File: src/hdl/ptg_pkg.sv
// Purpose: constants for the pcs test pattern generator and checker
// Assumes: apb registers, one 64-bit word per clock on each path
// Notes: bit 0 of every data word is the first bit on the wire
package ptg_pkg;
  // ==========================================================
  // register byte offsets
  localparam logic [7:0] OFS_CTRL = 8'h00; // control bits
  localparam logic [7:0] OFS_STATUS = 8'h04; // read-only state
  localparam logic [7:0] OFS_SQ_PERIOD = 8'h08; // square half period
  localparam logic [3:0] OFS_SEED_A_ROW = 4'h1; // seed a words 0x10..0x1c
  localparam logic [3:0] OFS_SEED_B_ROW = 4'h2; // seed b words 0x20..0x2c
  localparam logic [7:0] OFS_FIXED_LO = 8'h30; // fixed word bits 31:0
  localparam logic [7:0] OFS_FIXED_HI = 8'h34; // fixed word bits 63:32
  localparam logic [7:0] OFS_STD_CNT = 8'h38; // standard error counter
  localparam logic [7:0] OFS_EXT_LO = 8'h3c; // extended counter low
  localparam logic [7:0] OFS_EXT_HI = 8'h40; // extended counter high
  localparam logic [7:0] OFS_IRQ_STATUS = 8'h44; // sticky events
  localparam logic [7:0] OFS_IRQ_MASK = 8'h48; // event mask
  // ==========================================================
  // control field positions
  localparam int CTRL_GEN_EN = 0; // pattern_gen_enable
  localparam int CTRL_CHK_EN = 1; // pattern_check_enable
  localparam int CTRL_TYPE_SEL = 2; // pattern_type_select
  localparam int CTRL_DATA_MODE = 3; // data_mode_select
  localparam int CTRL_LP_GEN = 4; // long_prbs_gen_enable
  localparam int CTRL_LP_CHK = 5; // long_prbs_check_enable
  localparam int CTRL_FIXED_EN = 6; // fixed_word_enable
  localparam int CTRL_W = 7; // control width
  // status and interrupt fields
  localparam int ST_CAP = 0; // long_prbs_capability_flag
  localparam int ST_ALIGNED = 1; // pseudo-random analyzer aligned
  localparam int ST_LP_LOCK = 2; // long prbs checker locked
  localparam int ST_STD_NZ = 3; // standard counter nonzero
  localparam int ST_EXT_NZ = 4; // extended counter nonzero
  localparam int IRQ_BLK = 0; // errored block or word counted
  localparam int IRQ_LP = 1; // long prbs errors counted
  localparam int IRQ_SAT = 2; // a counter saturated
  localparam int IRQ_W = 3; // interrupt field width
  // ==========================================================
  // reset values and sizes
  localparam logic [CTRL_W-1:0] CTRL_RESET = 7'h00; // all off
  localparam logic [7:0] SQ_RESET = 8'h08; // half period in bits
  localparam logic CAP_RESET = 1'b1; // long prbs supported
  localparam int SEED_W = 58; // scrambler state width
  localparam int SEED_WORDS = 4; // registers per seed
  localparam int STD_CNT_W = 16; // standard counter width
  localparam int EXT_CNT_W = 32; // extended counter width
  localparam int LP_W = 31; // long prbs register width
  localparam logic [30:0] LP_INIT = 31'h7fffffff; // nonzero start
endpackage : ptg_pkg

File: src/hdl/ptg_sat_counter.sv
// Purpose: saturating error counter cleared by a read strobe
// Assumes: clear is a one-cycle pulse at the capturing read
// Notes: an increment in the clearing cycle lands in the new count
module ptg_sat_counter #(
  parameter int WIDTH = 16, // counter width
  parameter int INC_W = 1 // increment width
) (
  input wire logic clk, // clock
  input wire logic reset, // synchronous, active high
  input wire logic [INC_W-1:0] inc, // amount to add this cycle
  input wire logic clear, // read took the value
  output logic [WIDTH-1:0] count // current count
);
  // ==========================================================
  // count arithmetic
  logic [WIDTH-1:0] count_reg; // held count
  logic [WIDTH-1:0] count_next; // next count
  logic [WIDTH-1:0] base; // start point after clear
  logic [WIDTH:0] sum; // one spare bit catches overflow

  assign base = clear ? '0 : count_reg;
  assign sum = {1'b0, base} + {{(WIDTH + 1 - INC_W){1'b0}}, inc};
  assign count_next = sum[WIDTH] ? '1 : sum[WIDTH-1:0];
  assign count = count_reg;

  // state register
  always_ff @(posedge clk) begin
    if (reset) begin
      count_reg <= '0;
    end else begin
      count_reg <= count_next;
    end
  end

  // ==========================================================
  // checks
  chk_sat_hold: assert property (@(posedge clk) disable iff (reset)
    (count_reg == '1 && !clear) |=> count_reg == '1)
    else $error("saturated counter moved without a read");
  chk_clear_keeps: assert property (@(posedge clk) disable iff (reset)
    clear |=> count_reg == WIDTH'($past(inc)))
    else $error("clearing read lost or kept the wrong count");
endmodule // ptg_sat_counter

File: src/hdl/ptg_top.sv
// Purpose: pcs test pattern generator and checker with apb registers
// Assumes: one 64-bit word per clock, rx_valid marks received words
// Notes: apb answers after one wait state; tx_data is a flop
module ptg_top #(
  parameter int ADDR_W = 8, // apb address width
  parameter logic CAP_FLAG = ptg_pkg::CAP_RESET // capability flag
) (
  input wire logic clk, // 250 MHz pcs clock
  input wire logic reset, // synchronous, active high
  input wire logic psel, // apb select
  input wire logic penable, // apb access phase
  input wire logic pwrite, // apb direction
  input wire logic [ADDR_W-1:0] paddr, // apb byte address
  input wire logic [31:0] pwdata, // apb write data
  output logic [31:0] prdata, // apb read data
  output logic pready, // apb ready
  output logic pslverr, // apb error, unmapped address
  input wire logic [63:0] tx_in_data, // normal transmit data
  output logic [63:0] tx_data, // transmit word to medium
  input wire logic rx_valid, // receive word present
  input wire logic [63:0] rx_data, // receive word from medium
  output logic irq // level interrupt
);
  // ==========================================================
  // word arithmetic
  // scramble 64 bits through x^58 + x^39 + 1, bit 0 first
  function automatic logic [121:0] scr64(input logic [57:0] s,
                                         input logic [63:0] d);
    logic [57:0] st;
    logic [63:0] o;
    st = s;
    o = '0;
    for (int i = 0; i < 64; i++) begin
      o[i] = d[i] ^ st[38] ^ st[57];
      st = {st[56:0], o[i]};
    end
    return {st, o};
  endfunction

  // seed for block index: a, not a, b, not b
  function automatic logic [57:0] seed_of(input logic [1:0] idx,
                                          input logic [57:0] a,
                                          input logic [57:0] b);
    logic [57:0] base;
    base = idx[1] ? b : a;
    return idx[0] ? ~base : base;
  endfunction

  // count ones in an error vector
  function automatic logic [6:0] ones64(input logic [63:0] v);
    logic [6:0] n;
    n = '0;
    for (int i = 0; i < 64; i++) begin
      n = n + 7'(v[i]);
    end
    return n;
  endfunction

  // ==========================================================
  // register storage
  logic [ptg_pkg::CTRL_W-1:0] ctrl_reg; // control bits
  logic [7:0] sq_period_reg; // square_period_bits
  logic [15:0] seed_a_reg [ptg_pkg::SEED_WORDS]; // seed_a_word0..3
  logic [15:0] seed_b_reg [ptg_pkg::SEED_WORDS]; // seed_b_word0..3
  logic [63:0] fixed_reg; // fixed_word_value
  logic [ptg_pkg::IRQ_W-1:0] irq_st_reg; // sticky events
  logic [ptg_pkg::IRQ_W-1:0] irq_mask_reg; // event mask
  logic [15:0] ext_hi_shadow_reg; // high half caught at low read
  logic [31:0] prdata_reg; // registered read data
  logic pready_reg; // wait-state ready
  logic pslverr_reg; // registered error
  logic irq_reg; // registered interrupt

  // control fields
  wire gen_en = ctrl_reg[ptg_pkg::CTRL_GEN_EN];
  wire chk_en = ctrl_reg[ptg_pkg::CTRL_CHK_EN];
  wire type_sel = ctrl_reg[ptg_pkg::CTRL_TYPE_SEL];
  wire data_mode = ctrl_reg[ptg_pkg::CTRL_DATA_MODE];
  wire lp_gen_en = ctrl_reg[ptg_pkg::CTRL_LP_GEN];
  wire lp_chk_en = ctrl_reg[ptg_pkg::CTRL_LP_CHK];
  wire fixed_en = ctrl_reg[ptg_pkg::CTRL_FIXED_EN];
  wire [57:0] seed_a = {seed_a_reg[3][9:0], seed_a_reg[2],
                        seed_a_reg[1], seed_a_reg[0]};
  wire [57:0] seed_b = {seed_b_reg[3][9:0], seed_b_reg[2],
                        seed_b_reg[1], seed_b_reg[0]};

  // ==========================================================
  // apb decode
  wire [7:0] a8 = paddr[7:0]; // byte offset within the block
  wire [1:0] seed_idx = paddr[3:2]; // seed word index
  wire hit_seed_a = a8[7:4] == ptg_pkg::OFS_SEED_A_ROW;
  wire hit_seed_b = a8[7:4] == ptg_pkg::OFS_SEED_B_ROW;
  wire hit_fixed = a8 == ptg_pkg::OFS_FIXED_LO ||
                   a8 == ptg_pkg::OFS_FIXED_HI;
  wire hit_cnt = a8 == ptg_pkg::OFS_STD_CNT ||
                 a8 == ptg_pkg::OFS_EXT_LO || a8 == ptg_pkg::OFS_EXT_HI;
  wire hit_misc = a8 == ptg_pkg::OFS_CTRL || a8 == ptg_pkg::OFS_STATUS ||
                  a8 == ptg_pkg::OFS_SQ_PERIOD ||
                  a8 == ptg_pkg::OFS_IRQ_STATUS ||
                  a8 == ptg_pkg::OFS_IRQ_MASK;
  wire map_hit = (hit_seed_a || hit_seed_b || hit_fixed || hit_cnt ||
                  hit_misc) && paddr[1:0] == 2'h0 &&
                 (ADDR_W == 8 || paddr >> 8 == '0);
  // read value is caught in the first access cycle; read side
  // effects happen there too, so nothing counted later is lost
  wire rd_cap = psel && penable && !pwrite && !pready_reg;
  wire wr_done = psel && penable && pwrite && pready_reg && map_hit;
  wire clr_std = rd_cap && map_hit && a8 == ptg_pkg::OFS_STD_CNT;
  wire clr_ext = rd_cap && map_hit && a8 == ptg_pkg::OFS_EXT_LO;
  wire clr_irq = rd_cap && map_hit && a8 == ptg_pkg::OFS_IRQ_STATUS;

  // ==========================================================
  // counters
  logic [15:0] std_count; // std_error_counter
  logic [31:0] ext_count; // extended counter, both halves
  logic std_inc; // one errored block or fixed word
  logic [6:0] ext_inc; // long prbs errors this word

  // standard counter, one per errored block or fixed word
  ptg_sat_counter #(.WIDTH(ptg_pkg::STD_CNT_W), .INC_W(1)) u_std_cnt (
    .clk(clk), .reset(reset), .inc(std_inc), .clear(clr_std),
    .count(std_count)
  );
  // extended counter, 32 bits behind two 16-bit halves
  ptg_sat_counter #(.WIDTH(ptg_pkg::EXT_CNT_W), .INC_W(7)) u_ext_cnt (
    .clk(clk), .reset(reset), .inc(ext_inc), .clear(clr_ext),
    .count(ext_count)
  );

  // ==========================================================
  // read mux
  logic pr_aligned_reg; // pseudo-random analyzer aligned
  logic lp_lock_reg; // long prbs checker locked
  logic [31:0] rd_mux; // selected read value

  always_comb begin
    rd_mux = 32'h0;
    if (hit_seed_a) begin
      rd_mux = {16'h0, seed_a_reg[seed_idx]};
    end else if (hit_seed_b) begin
      rd_mux = {16'h0, seed_b_reg[seed_idx]};
    end else begin
      case (a8)
        ptg_pkg::OFS_CTRL: rd_mux = {25'h0, ctrl_reg};
        ptg_pkg::OFS_STATUS: rd_mux = {27'h0, ext_count != '0,
          std_count != '0, lp_lock_reg, pr_aligned_reg, CAP_FLAG};
        ptg_pkg::OFS_SQ_PERIOD: rd_mux = {24'h0, sq_period_reg};
        ptg_pkg::OFS_FIXED_LO: rd_mux = fixed_reg[31:0];
        ptg_pkg::OFS_FIXED_HI: rd_mux = fixed_reg[63:32];
        ptg_pkg::OFS_STD_CNT: rd_mux = {16'h0, std_count};
        ptg_pkg::OFS_EXT_LO: rd_mux = {16'h0, ext_count[15:0]};
        ptg_pkg::OFS_EXT_HI: rd_mux = {16'h0, ext_hi_shadow_reg};
        ptg_pkg::OFS_IRQ_STATUS: rd_mux = {29'h0, irq_st_reg};
        ptg_pkg::OFS_IRQ_MASK: rd_mux = {29'h0, irq_mask_reg};
        default: rd_mux = 32'h0;
      endcase
    end
  end

  // apb handshake, one wait state on every access
  always_ff @(posedge clk) begin
    if (reset) begin
      pready_reg <= 1'b0;
      pslverr_reg <= 1'b0;
      prdata_reg <= 32'h0;
    end else begin
      pready_reg <= psel && penable && !pready_reg;
      pslverr_reg <= psel && penable && !pready_reg && !map_hit;
      if (rd_cap) begin
        prdata_reg <= map_hit ? rd_mux : 32'h0;
      end
    end
  end

  // software-written registers; status and counters are read-only
  always_ff @(posedge clk) begin
    if (reset) begin
      ctrl_reg <= ptg_pkg::CTRL_RESET;
      sq_period_reg <= ptg_pkg::SQ_RESET;
      fixed_reg <= 64'h0;
      irq_mask_reg <= '0;
      for (int i = 0; i < ptg_pkg::SEED_WORDS; i++) begin
        seed_a_reg[i] <= 16'h0;
        seed_b_reg[i] <= 16'h0;
      end
    end else if (wr_done) begin
      if (hit_seed_a) seed_a_reg[seed_idx] <= pwdata[15:0];
      if (hit_seed_b) seed_b_reg[seed_idx] <= pwdata[15:0];
      case (a8)
        ptg_pkg::OFS_CTRL: ctrl_reg <= pwdata[ptg_pkg::CTRL_W-1:0];
        ptg_pkg::OFS_SQ_PERIOD: sq_period_reg <= pwdata[7:0];
        ptg_pkg::OFS_FIXED_LO: fixed_reg[31:0] <= pwdata;
        ptg_pkg::OFS_FIXED_HI: fixed_reg[63:32] <= pwdata;
        ptg_pkg::OFS_IRQ_MASK: irq_mask_reg <= pwdata[2:0];
        default: ;
      endcase
    end
  end

  // ==========================================================
  // transmit generators
  logic [2:0] gen_idx_reg; // block in [2:1], word in [0]
  logic [57:0] gen_scr_reg; // scrambler state between words
  logic [30:0] lp_gen_reg; // long prbs generator state
  logic [7:0] sq_cnt_reg; // bits into the half period
  logic sq_lvl_reg; // current square level
  logic [63:0] tx_reg; // transmit word flop
  logic [63:0] sq_word; // square word this cycle
  logic [7:0] sq_cnt_next; // square count after this word
  logic sq_lvl_next; // square level after this word
  logic [63:0] lp_word; // long prbs word this cycle
  logic [30:0] lp_gen_next; // long prbs state after this word

  wire run_fixed = gen_en && fixed_en;
  wire run_sq = gen_en && !fixed_en && type_sel;
  wire run_pr = gen_en && !fixed_en && !type_sel;
  // reseed at the first word of each block unless data mode is set
  wire [57:0] gen_start = (!gen_idx_reg[0] && !data_mode) ?
    seed_of(gen_idx_reg[2:1], seed_a, seed_b) : gen_scr_reg;
  wire [121:0] gen_res = scr64(gen_start, 64'h0);

  // square wave, half period in bit times; zero acts as one
  always_comb begin
    sq_cnt_next = sq_cnt_reg;
    sq_lvl_next = sq_lvl_reg;
    sq_word = 64'h0;
    for (int i = 0; i < 64; i++) begin
      sq_word[i] = sq_lvl_next;
      if (sq_cnt_next + 8'h01 >= sq_period_reg) begin
        sq_cnt_next = 8'h00;
        sq_lvl_next = !sq_lvl_next;
      end else begin
        sq_cnt_next = sq_cnt_next + 8'h01;
      end
    end
  end

  // long prbs x^31 + x^28 + 1
  always_comb begin
    lp_gen_next = lp_gen_reg;
    lp_word = 64'h0;
    for (int i = 0; i < 64; i++) begin
      lp_word[i] = lp_gen_next[30] ^ lp_gen_next[27];
      lp_gen_next = {lp_gen_next[29:0], lp_word[i]};
    end
  end

  // generator state; the pattern modes outrank long prbs
  always_ff @(posedge clk) begin
    if (reset) begin
      gen_idx_reg <= 3'h0;
      gen_scr_reg <= '0;
      lp_gen_reg <= ptg_pkg::LP_INIT;
      sq_cnt_reg <= 8'h00;
      sq_lvl_reg <= 1'b1;
      tx_reg <= 64'h0;
    end else begin
      gen_idx_reg <= run_pr ? gen_idx_reg + 3'h1 : 3'h0;
      if (run_pr) gen_scr_reg <= gen_res[121:64];
      if (lp_gen_en) lp_gen_reg <= lp_gen_next;
      if (run_sq) begin
        sq_cnt_reg <= sq_cnt_next;
        sq_lvl_reg <= sq_lvl_next;
      end
      if (run_fixed) tx_reg <= fixed_reg;
      else if (run_sq) tx_reg <= sq_word;
      else if (run_pr) tx_reg <= gen_res[63:0];
      else if (lp_gen_en) tx_reg <= lp_word;
      else tx_reg <= tx_in_data;
    end
  end

  // ==========================================================
  // receive checkers
  logic [2:0] chk_idx_reg; // expected block and word
  logic [57:0] chk_scr_reg; // expected scrambler state
  logic blk_err_reg; // first word of block was wrong
  logic [30:0] lp_hist_reg; // last 31 received bits
  logic [30:0] lp_hist_next; // history after this word
  logic [63:0] lp_err; // one bit per tap reached by an error

  // square traffic selects no pattern checker; long prbs checking follows lp_chk_en
  wire pr_chk_on = chk_en && !type_sel && !fixed_en;
  wire fix_chk_on = gen_en && fixed_en;
  wire [57:0] chk_start = (!chk_idx_reg[0] && !data_mode) ?
    seed_of(chk_idx_reg[2:1], seed_a, seed_b) : chk_scr_reg;
  wire [121:0] chk_res = scr64(chk_start, 64'h0);
  wire pr_miss = rx_data != chk_res[63:0];
  wire blk_inc = pr_chk_on && pr_aligned_reg && rx_valid &&
                 chk_idx_reg[0] && (blk_err_reg || pr_miss);
  wire fix_inc = fix_chk_on && rx_valid && rx_data != fixed_reg;
  wire lp_word_ok = lp_err == 64'h0;
  assign std_inc = blk_inc || fix_inc;
  assign ext_inc = (lp_chk_en && lp_lock_reg && rx_valid) ?
                   ones64(lp_err) : 7'h00;

  // self-synchronising check: each bit against taps 28 and 31 back
  always_comb begin
    lp_hist_next = lp_hist_reg;
    lp_err = 64'h0;
    for (int i = 0; i < 64; i++) begin
      lp_err[i] = rx_data[i] ^ lp_hist_next[27] ^ lp_hist_next[30];
      lp_hist_next = {lp_hist_next[29:0], rx_data[i]};
    end
  end

  // pseudo-random alignment waits for the first word of block a
  always_ff @(posedge clk) begin
    if (reset || !pr_chk_on) begin
      chk_idx_reg <= 3'h0;
      chk_scr_reg <= '0;
      blk_err_reg <= 1'b0;
      pr_aligned_reg <= 1'b0;
    end else if (rx_valid) begin
      if (!pr_aligned_reg) begin
        if (!pr_miss) begin
          pr_aligned_reg <= 1'b1;
          chk_idx_reg <= 3'h1;
          chk_scr_reg <= chk_res[121:64];
        end
      end else begin
        chk_idx_reg <= chk_idx_reg + 3'h1;
        chk_scr_reg <= chk_res[121:64];
        blk_err_reg <= chk_idx_reg[0] ? 1'b0 : pr_miss;
      end
    end
  end

  // long prbs lock after one clean word
  always_ff @(posedge clk) begin
    if (reset || !lp_chk_en) begin
      lp_hist_reg <= '0;
      lp_lock_reg <= 1'b0;
    end else if (rx_valid) begin
      lp_hist_reg <= lp_hist_next;
      if (lp_word_ok) lp_lock_reg <= 1'b1;
    end
  end

  // ==========================================================
  // interrupts and shadow
  wire [2:0] irq_ev = {std_count == '1 || ext_count == '1,
                       ext_inc != 7'h00, std_inc};
  // a new event beats the clearing read
  wire [2:0] irq_st_next = (clr_irq ? 3'h0 : irq_st_reg) | irq_ev;
  // mask as it stands after this edge, so irq never lags a mask write
  wire [2:0] mask_next = (wr_done && a8 == ptg_pkg::OFS_IRQ_MASK) ?
                         pwdata[2:0] : irq_mask_reg;

  always_ff @(posedge clk) begin
    if (reset) begin
      irq_st_reg <= '0;
      irq_reg <= 1'b0;
      ext_hi_shadow_reg <= 16'h0;
    end else begin
      irq_st_reg <= irq_st_next;
      irq_reg <= |(irq_st_next & mask_next);
      if (clr_ext) ext_hi_shadow_reg <= ext_count[31:16];
    end
  end

  assign prdata = prdata_reg;
  assign pready = pready_reg;
  assign pslverr = pslverr_reg;
  assign tx_data = tx_reg;
  assign irq = irq_reg;

  // ==========================================================
  // checks
  chk_cap_read: assert property (@(posedge clk) disable iff (reset)
    (rd_cap && a8 == ptg_pkg::OFS_STATUS) |=> prdata[0] == CAP_FLAG)
    else $error("capability flag read wrong");
  chk_square_silent: assert property (@(posedge clk) disable iff (reset)
    (type_sel && !fixed_en) |-> !std_inc)
    else $error("square traffic changed the error count");
  chk_gen_idle: assert property (@(posedge clk) disable iff (reset)
    (!gen_en && !lp_gen_en) |=> tx_data == $past(tx_in_data))
    else $error("generator drove data while disabled");
  chk_fixed_tx: assert property (@(posedge clk) disable iff (reset)
    (gen_en && fixed_en) [*2] |-> tx_data == $past(fixed_reg))
    else $error("fixed word not transmitted");
  chk_block_once: assert property (@(posedge clk) disable iff (reset)
    blk_inc |-> chk_idx_reg[0] && $past(rx_valid || !pr_aligned_reg))
    else $error("block error counted off the block end");
  chk_align_gate: assert property (@(posedge clk) disable iff (reset)
    !pr_aligned_reg |-> !blk_inc)
    else $error("errors counted before alignment");
  chk_lp_gate: assert property (@(posedge clk) disable iff (reset)
    !lp_chk_en |-> ##1 ext_inc == 7'h00)
    else $error("long prbs counted while checker off");
  chk_irq_level: assert property (@(posedge clk) disable iff (reset)
    (irq_st_reg & irq_mask_reg) != 3'h0 |-> irq)
    else $error("interrupt low with unmasked event");
  cov_block_err: cover property (@(posedge clk) disable iff (reset)
    blk_inc);
  cov_lp_lock: cover property (@(posedge clk) disable iff (reset)
    $rose(lp_lock_reg) ##[1:20] ext_inc == 7'h03);
  cov_fixed_miss: cover property (@(posedge clk) disable iff (reset)
    fix_inc);
  cov_std_sat: cover property (@(posedge clk) disable iff (reset)
    std_count == '1);
endmodule // ptg_top

File: config.mk
export PLATFORM = sky130hd
export DESIGN_NAME = ptg_top
export DESIGN_NICKNAME = d
export VERILOG_FILES = /design/src/hdl/ptg_pkg.sv /design/src/hdl/ptg_sat_counter.sv /design/src/hdl/ptg_top.sv
export SDC_FILE = /design/constraint.sdc
export NUM_CORES = 2
export LEC_CHECK = 0
export BUFFER_PORTS_ARGS = -buffer_cell sky130_fd_sc_hd__buf_2
export CORE_MARGIN = 5
export CORE_UTILIZATION = 23
export CTS_BUF_LIST = sky130_fd_sc_hd__clkbuf_2
export DETAILED_ROUTE_END_ITERATION = 7
export PLACE_DENSITY_LB_ADDON = 0.25
export SYNTH_ARGS = -nofsm -noshare
export SYNTH_HDL_FRONTEND = slang
export SYNTH_HIERARCHICAL = 1
export SYNTH_SLANG_ARGS = --single-unit
File: constraint.sdc
create_clock -name clk -period 162.6 [get_ports clk]
set_input_delay 8.13 -clock clk [delete_from_list [all_inputs] [get_ports clk]]
set_output_delay 8.13 -clock clk [all_outputs]
set_load 0.02 [all_outputs]
### Word level (Yosys, flattened, before mapping)

Memories as Yosys holds them, arrays and structs flattened.
Cells that the tools add are included.

| cells by class | value |
|---|---|
| $add $sub $neg | 131 |
| order comparisons | 64 |
| bitwise operators | 325 |
| multiplexer cells | 172 |
| equality and inequality tests | 16 |
| reduce and logical (&&, ||, !) cells | 138 |

Operator list:

| cell | count |
|---|---|
| $add 8x1->8 const B | 64 |
| $ge 8x8->1 | 64 |
| $mux 8 | 64 |
| $mux 58 | 8 |
| $add 7x1->7 | 57 |
| $pmux 32 s10 | 1 |
| $xor 1x1->1 | 320 |
| $mux 64 | 4 |
| $mux 32 | 5 |
| $ne 64x64->1 | 2 |
| $not 58->58 | 2 |
| $mux 1 | 79 |
| $logic_not 1->1 | 74 |
| $logic_not 64->1 | 1 |
| $mux 16 | 4 |
| $add 32x7->33 | 1 |
| $eq 32x32->1 const B | 1 |
| $eq 8x6->1 const B | 4 |
| $reduce_bool 32->1 | 1 |
| $reduce_or 16->1 | 2 |
| $logic_and 1x1->1 | 30 |
| $eq 8x7->1 const B | 3 |
| $add 16x1->17 | 1 |
| $eq 16x16->1 const B | 1 |
| other kinds (26) | 53 |

| word-level totals | value |
|---|---|
| logic and storage cells | 873 |
| output and inout bits | 99 |
| memories kept | 2 |
| bits in registers | 444 |
| RAM bits | 128 |

Memories:

| name | words | width | read ports | clocked after Yosys merged registers in | wr ports | RTL line | text |
|---|---|---|---|---|---|---|---|
| seed_a_reg | 4 | 16 | 5 | 0 | 4 | ptg_top.sv:63 | `logic [15:0] seed_a_reg [ptg_pkg::SEED_WORDS];` |
| seed_b_reg | 4 | 16 | 5 | 0 | 4 | ptg_top.sv:64 | `logic [15:0] seed_b_reg [ptg_pkg::SEED_WORDS];` |

### Logic depth before layout (Yosys ltp)

| logic depth | value |
|---|---|
| depth in word-level cells | 192 |
| gate-level depth with buffers | 921 |

### Modules after synthesis

The synthesis kept the hierarchy.

Modules (own cells, without submodules):

| module | cells each | area an instance (sq um) | instances |
|---|---|---|---|
| ptg_top | 7445 | 58793.9 | 1 |
| ptg_sat_counter at u_ext_cnt | 209 | 1838.0 | 1 |
| ptg_sat_counter at u_std_cnt | 93 | 865.8 | 1 |

### Worst setup path after synthesis

Ideal clock, no wire load.

| timing | value |
|---|---|
| kind | register -> register |
| start | reg sq_period_reg[5] |
| end | reg sq_cnt_reg[0] |
| path buffers | 73 |
| required time | 162.530 ns |
| library setup time | 0.070 ns |
| setup slack | 11.315 ns |
| cell stages (with the launch flop) | 874 |
| arrival time | 151.214 ns |
| cell sequence | dfxtp_1 > inv_1 > ha_1 > a211o_1 > a21o_1 > or3_1 > inv_1 > ha_1 > clkbuf_1 > inv_1 > nor2_1 > o211ai_1 > xor2_1 > and2_1 > ha_1 > and3_1 > a211oi_1 > nand2_1 > [838 not listed] > nand2b_1 > a21oi_1 > and2_1 > ha_1 > xnor2_1 > ha_1 > nor2b_1 > o21ai_0 > nand2b_1 > a21oi_1 > nor2b_1 > o21ai_0 > nand2b_1 > a21oi_1 > and2_1 > clkbuf_1 > o21ai_0 > a21oi_1 |

| between the ends | value |
|---|---|
| longest elaborated chain between the ends | 191 |

RTL lines:

| what | RTL line | text |
|---|---|---|
| start: declaration | ptg_top.sv:62 | `logic [7:0] sq_period_reg;` |
| start signal: assignment | ptg_top.sv:179 | `sq_period_reg <= ptg_pkg::SQ_RESET;` |
| start signal: assignment | ptg_top.sv:191 | `ptg_pkg::OFS_SQ_PERIOD: sq_period_reg <= pwdata[7:0];` |
| $ge 8x8->1 | ptg_top.sv:229 | `if (sq_cnt_next + 8'h01 >= sq_period_reg) begin` |
| $mux 8 | ptg_top.sv:229 |  |
| $add 8x1->8 | ptg_top.sv:229, ptg_top.sv:233 |  |
| $ge 8x8->1 | ptg_top.sv:229 |  |
| $mux 8 | ptg_top.sv:229 |  |
| $add 8x1->8 | ptg_top.sv:229, ptg_top.sv:233 |  |
| $ge 8x8->1 | ptg_top.sv:229 |  |
| $mux 8 | ptg_top.sv:229 |  |
| [175 not listed] | n/a |  |
| $ge 8x8->1 | ptg_top.sv:229 |  |
| $mux 8 | ptg_top.sv:229 |  |
| $add 8x1->8 | ptg_top.sv:229, ptg_top.sv:233 |  |
| $ge 8x8->1 | ptg_top.sv:229 |  |
| $mux 8 | ptg_top.sv:229 |  |
| $add 8x1->8 | ptg_top.sv:229, ptg_top.sv:233 |  |
| $ge 8x8->1 | ptg_top.sv:229 |  |
| $mux 8 (*) | ptg_top.sv:229 |  |
| end signal: assignment | ptg_top.sv:262 | `sq_cnt_reg <= sq_cnt_next;` |
| end: declaration | ptg_top.sv:205 | `logic [7:0] sq_cnt_reg;` |

Every way passes the cells marked *; elsewhere a longest branch is shown, timed or not.
A chain may end at the register's enable or synchronous reset.

==> metrics.yaml <==
sta:
  final_max_slew_viol_count: 0
  clock_skew_ns: 0.2215
  finalSetupViolCount: 0
  max_slew_margin_pct: 11.89
  fmax_mhz: 6.715
  worst_pin_slew_ns: 1.311
  tns_ns: 0
  final-hold-violation-count: 0
  fin_crit_sh_pct: 91.59
  timing.final.ws_setup_ns: 13.68
  fin_crit_ns: 148.92
global_route:
  grt_pass1_vias: 58530
  grt-busiest-layer: "met2"
  grt_overflow: 0
  met1_usage_pct: 25.54
  grt_util_met2_pct: 31.76
  grt_util_all_layers_pct: 19.75
  grt_pass1_wl_um: 412200
  grt_max_degree: 97
  antenna_found_initial: 34
  met3_usage_pct: 2.729
synth:
  async_flop_share_pct: 0
  yosysWarnings: 6
  synth_edf_count: 128
  syn_area_mm2: 0.06150
  synthCells: 7747
  seq_area_frac_synth_pct: 20.70
  synth_seq_cells: 572
  yosysTopAreaCellShare_pct: 14.45
  yosysUniqueCellTypes: 142
  synth_nets: 8579
  synth_flop_cell: "dfxtp_1"
  syn_avg_cell_area_um2: 7.938
  synthTopCellsByArea: "dfxtp_1 (14%), ha_1 (12%), xnor2_1 (7.9%)"
  yosysTopAreaCell: "dfxtp_1"
setup_path:
  cp-start-kind: "flip-flop"
  criticalPathCategory: "reg2reg"
  cp.arrival_ns: 150.38
  path_delay_family: "simple AND/OR/NAND/NOR gates"
  cp_slowest_cell: "or4b_2"
  end_kind: "flip-flop"
  max_stage_delay_ns: 0.63
  path_max_fanout: 21
  crit_buf_inv: 85
  critPathMostFrequentCell: "o21ai_0"
  required_ns: 164.06
placement:
  dpl.cell_count: 11410
  port-buffer-count: 272
  globalplace.congestion: 0.9525
  dp_hpwl_um: 226100
  pre_cts_slack_ns: -0.8303
layout:
  num-nets-final: 8890
  layout-drive-gt1-share_pct: 15.95
  fin_cells: 11730
  syn_to_final_growth_pct: 15.15
clock_tree:
  numCtsBuffers: 155
  clkTransAtPathRegs_ns: 0.10
  cts_hold_buf: 0
  cts_max_path_buffers: 3
  root_buffer: "clkbuf_2"
  htree_levels: 4
  clock-sinks: 572
  clkLatencyLatePin_ns: 1.64
  cts_tree: "yes"
routing:
  viasPerCell: 5.193
  wirelength_um: 288800
  first_iter_violations: 5626
  ant_nets: 0
  drc: 0
  vias: 60910
  firstDrtPassIters: 8
  wl_per_cell_um: 24.62
floorplan:
  die_area_mm2: 0.2778
  core_area_mm2: 0.2656
  ioPinCount: 273
  start_util_pct: 23.16
  rows: 189
  die_h_um: 527.1
  die_w_um: 527.1
run:
  cap_violations: 0
min_path:
  hold_path_class: "reg2reg"
status:
  status: "completed"
[cell usage after synthesis, types with 107 or more instances]
cell type	n
nor2b_1	162
xor2_1	347
and3_1	118
inv_1	202
ha_1	603
nand4_1	107
nand2b_1	208
nor2_1	812
dfxtp_1	444
nand2_1	690
mux2i_1	247
nand3_1	208
edfxtp_1	128
o21ai_0	358
and2_1	136
xnor2_1	556
a21oi_1	618
clkbuf_1	366
nor3_1	126
[layer usage]
metal / vias to the layer above / share of wire [%] / routed length, µm
li1: 28330 / - / -
met1: 29680 / 43 / 122900
met2: 2323 / 45 / 129600
met3: 570 / 6.5 / 18700
met4: 10 / 6.1 / 17580
met5: - / 0.022 / 64
[cells in the final DEF, fill, tap and decap left out, types with 271 or more instances in the layout]
cell type,Yosys,routed
a21oi_1,618,590
dfxtp_1,444,432
ha_1,603,568
nor2_1,812,778
buf_2,8,271
nand2_1,690,685
xnor2_1,556,543
xor2_1,347,336
o21ai_0,358,348
buf_4,4,303
[worst min-delay path: stages, from the launching register on]
cell	delay [ns]
dfxtp_1	0.32
nand2_1	0.05
a21oi_1	0.05
[through the flow]
step | hold slack, ns | utilization, % | instance area, µm²
2_1_floorplan | 0.4234 | - | 61500
3_3_place_gp | 0.4427 | 25.58 | 67940
3_5_place_dp | 0.4470 | 25.58 | 67940
4_1_cts | 0.4613 | 26.15 | 69440
5_1_grt | 0.4776 | 26.66 | 70810
6_report | 0.4630 | 26.67 | 70820
[repair_timing]
item | 4_1_cts | 5_1_grt
pin swaps | 0 | 13
setup endpoints to repair | 9 | 16
setup buffers | 0 | 25
resized for setup | 8 | 258
[cells by family (layout without fill, tap and decap cells)]
kind of cell             Yosys count  after routing  synth area share (%)
adder cells (fa/ha/maj)          658            658                 14.06
flip-flops                       572            572                 20.70
buffers and inverters            630           1063                 3.886
XOR/XNOR                         936            936                 14.02
AND/OR/NAND/NOR                 2949           2949                 24.00
multiplexers                     303            303                 5.676
AO/OA/AOI/OAI                   1699           1699                 17.65
other                              0             17                     0
[layout make-up]
type	instances	area, µm²
fillers	29080	194700
multi-input cells	6545	47660
flip-flops and latches	572	12760
well taps	3533	4420
repair buffers	577	3669
clock buffers	229	1146
inverters	207	794.5
clock inverters	50	325.3
diodes	17	42.54
[path summary, 6_finish.rpt]
kind / start / to / slack, ns / cells after the start
setup / recovery: sq_cnt_reg[1] / sq_cnt_reg[0] / 13.68 / 924
hold / removal: chk_scr_reg[57] / chk_scr_reg[57] / 0.46 / 2
setup reg to reg: sq_cnt_reg[1] / sq_cnt_reg[0] / 13.68 / 811
hold reg to reg: chk_scr_reg[57] / chk_scr_reg[57] / 0.46 / 2
Power is not shown: default switching activity piles up to over one toggle a cycle in this logic, so the estimate is an artifact.
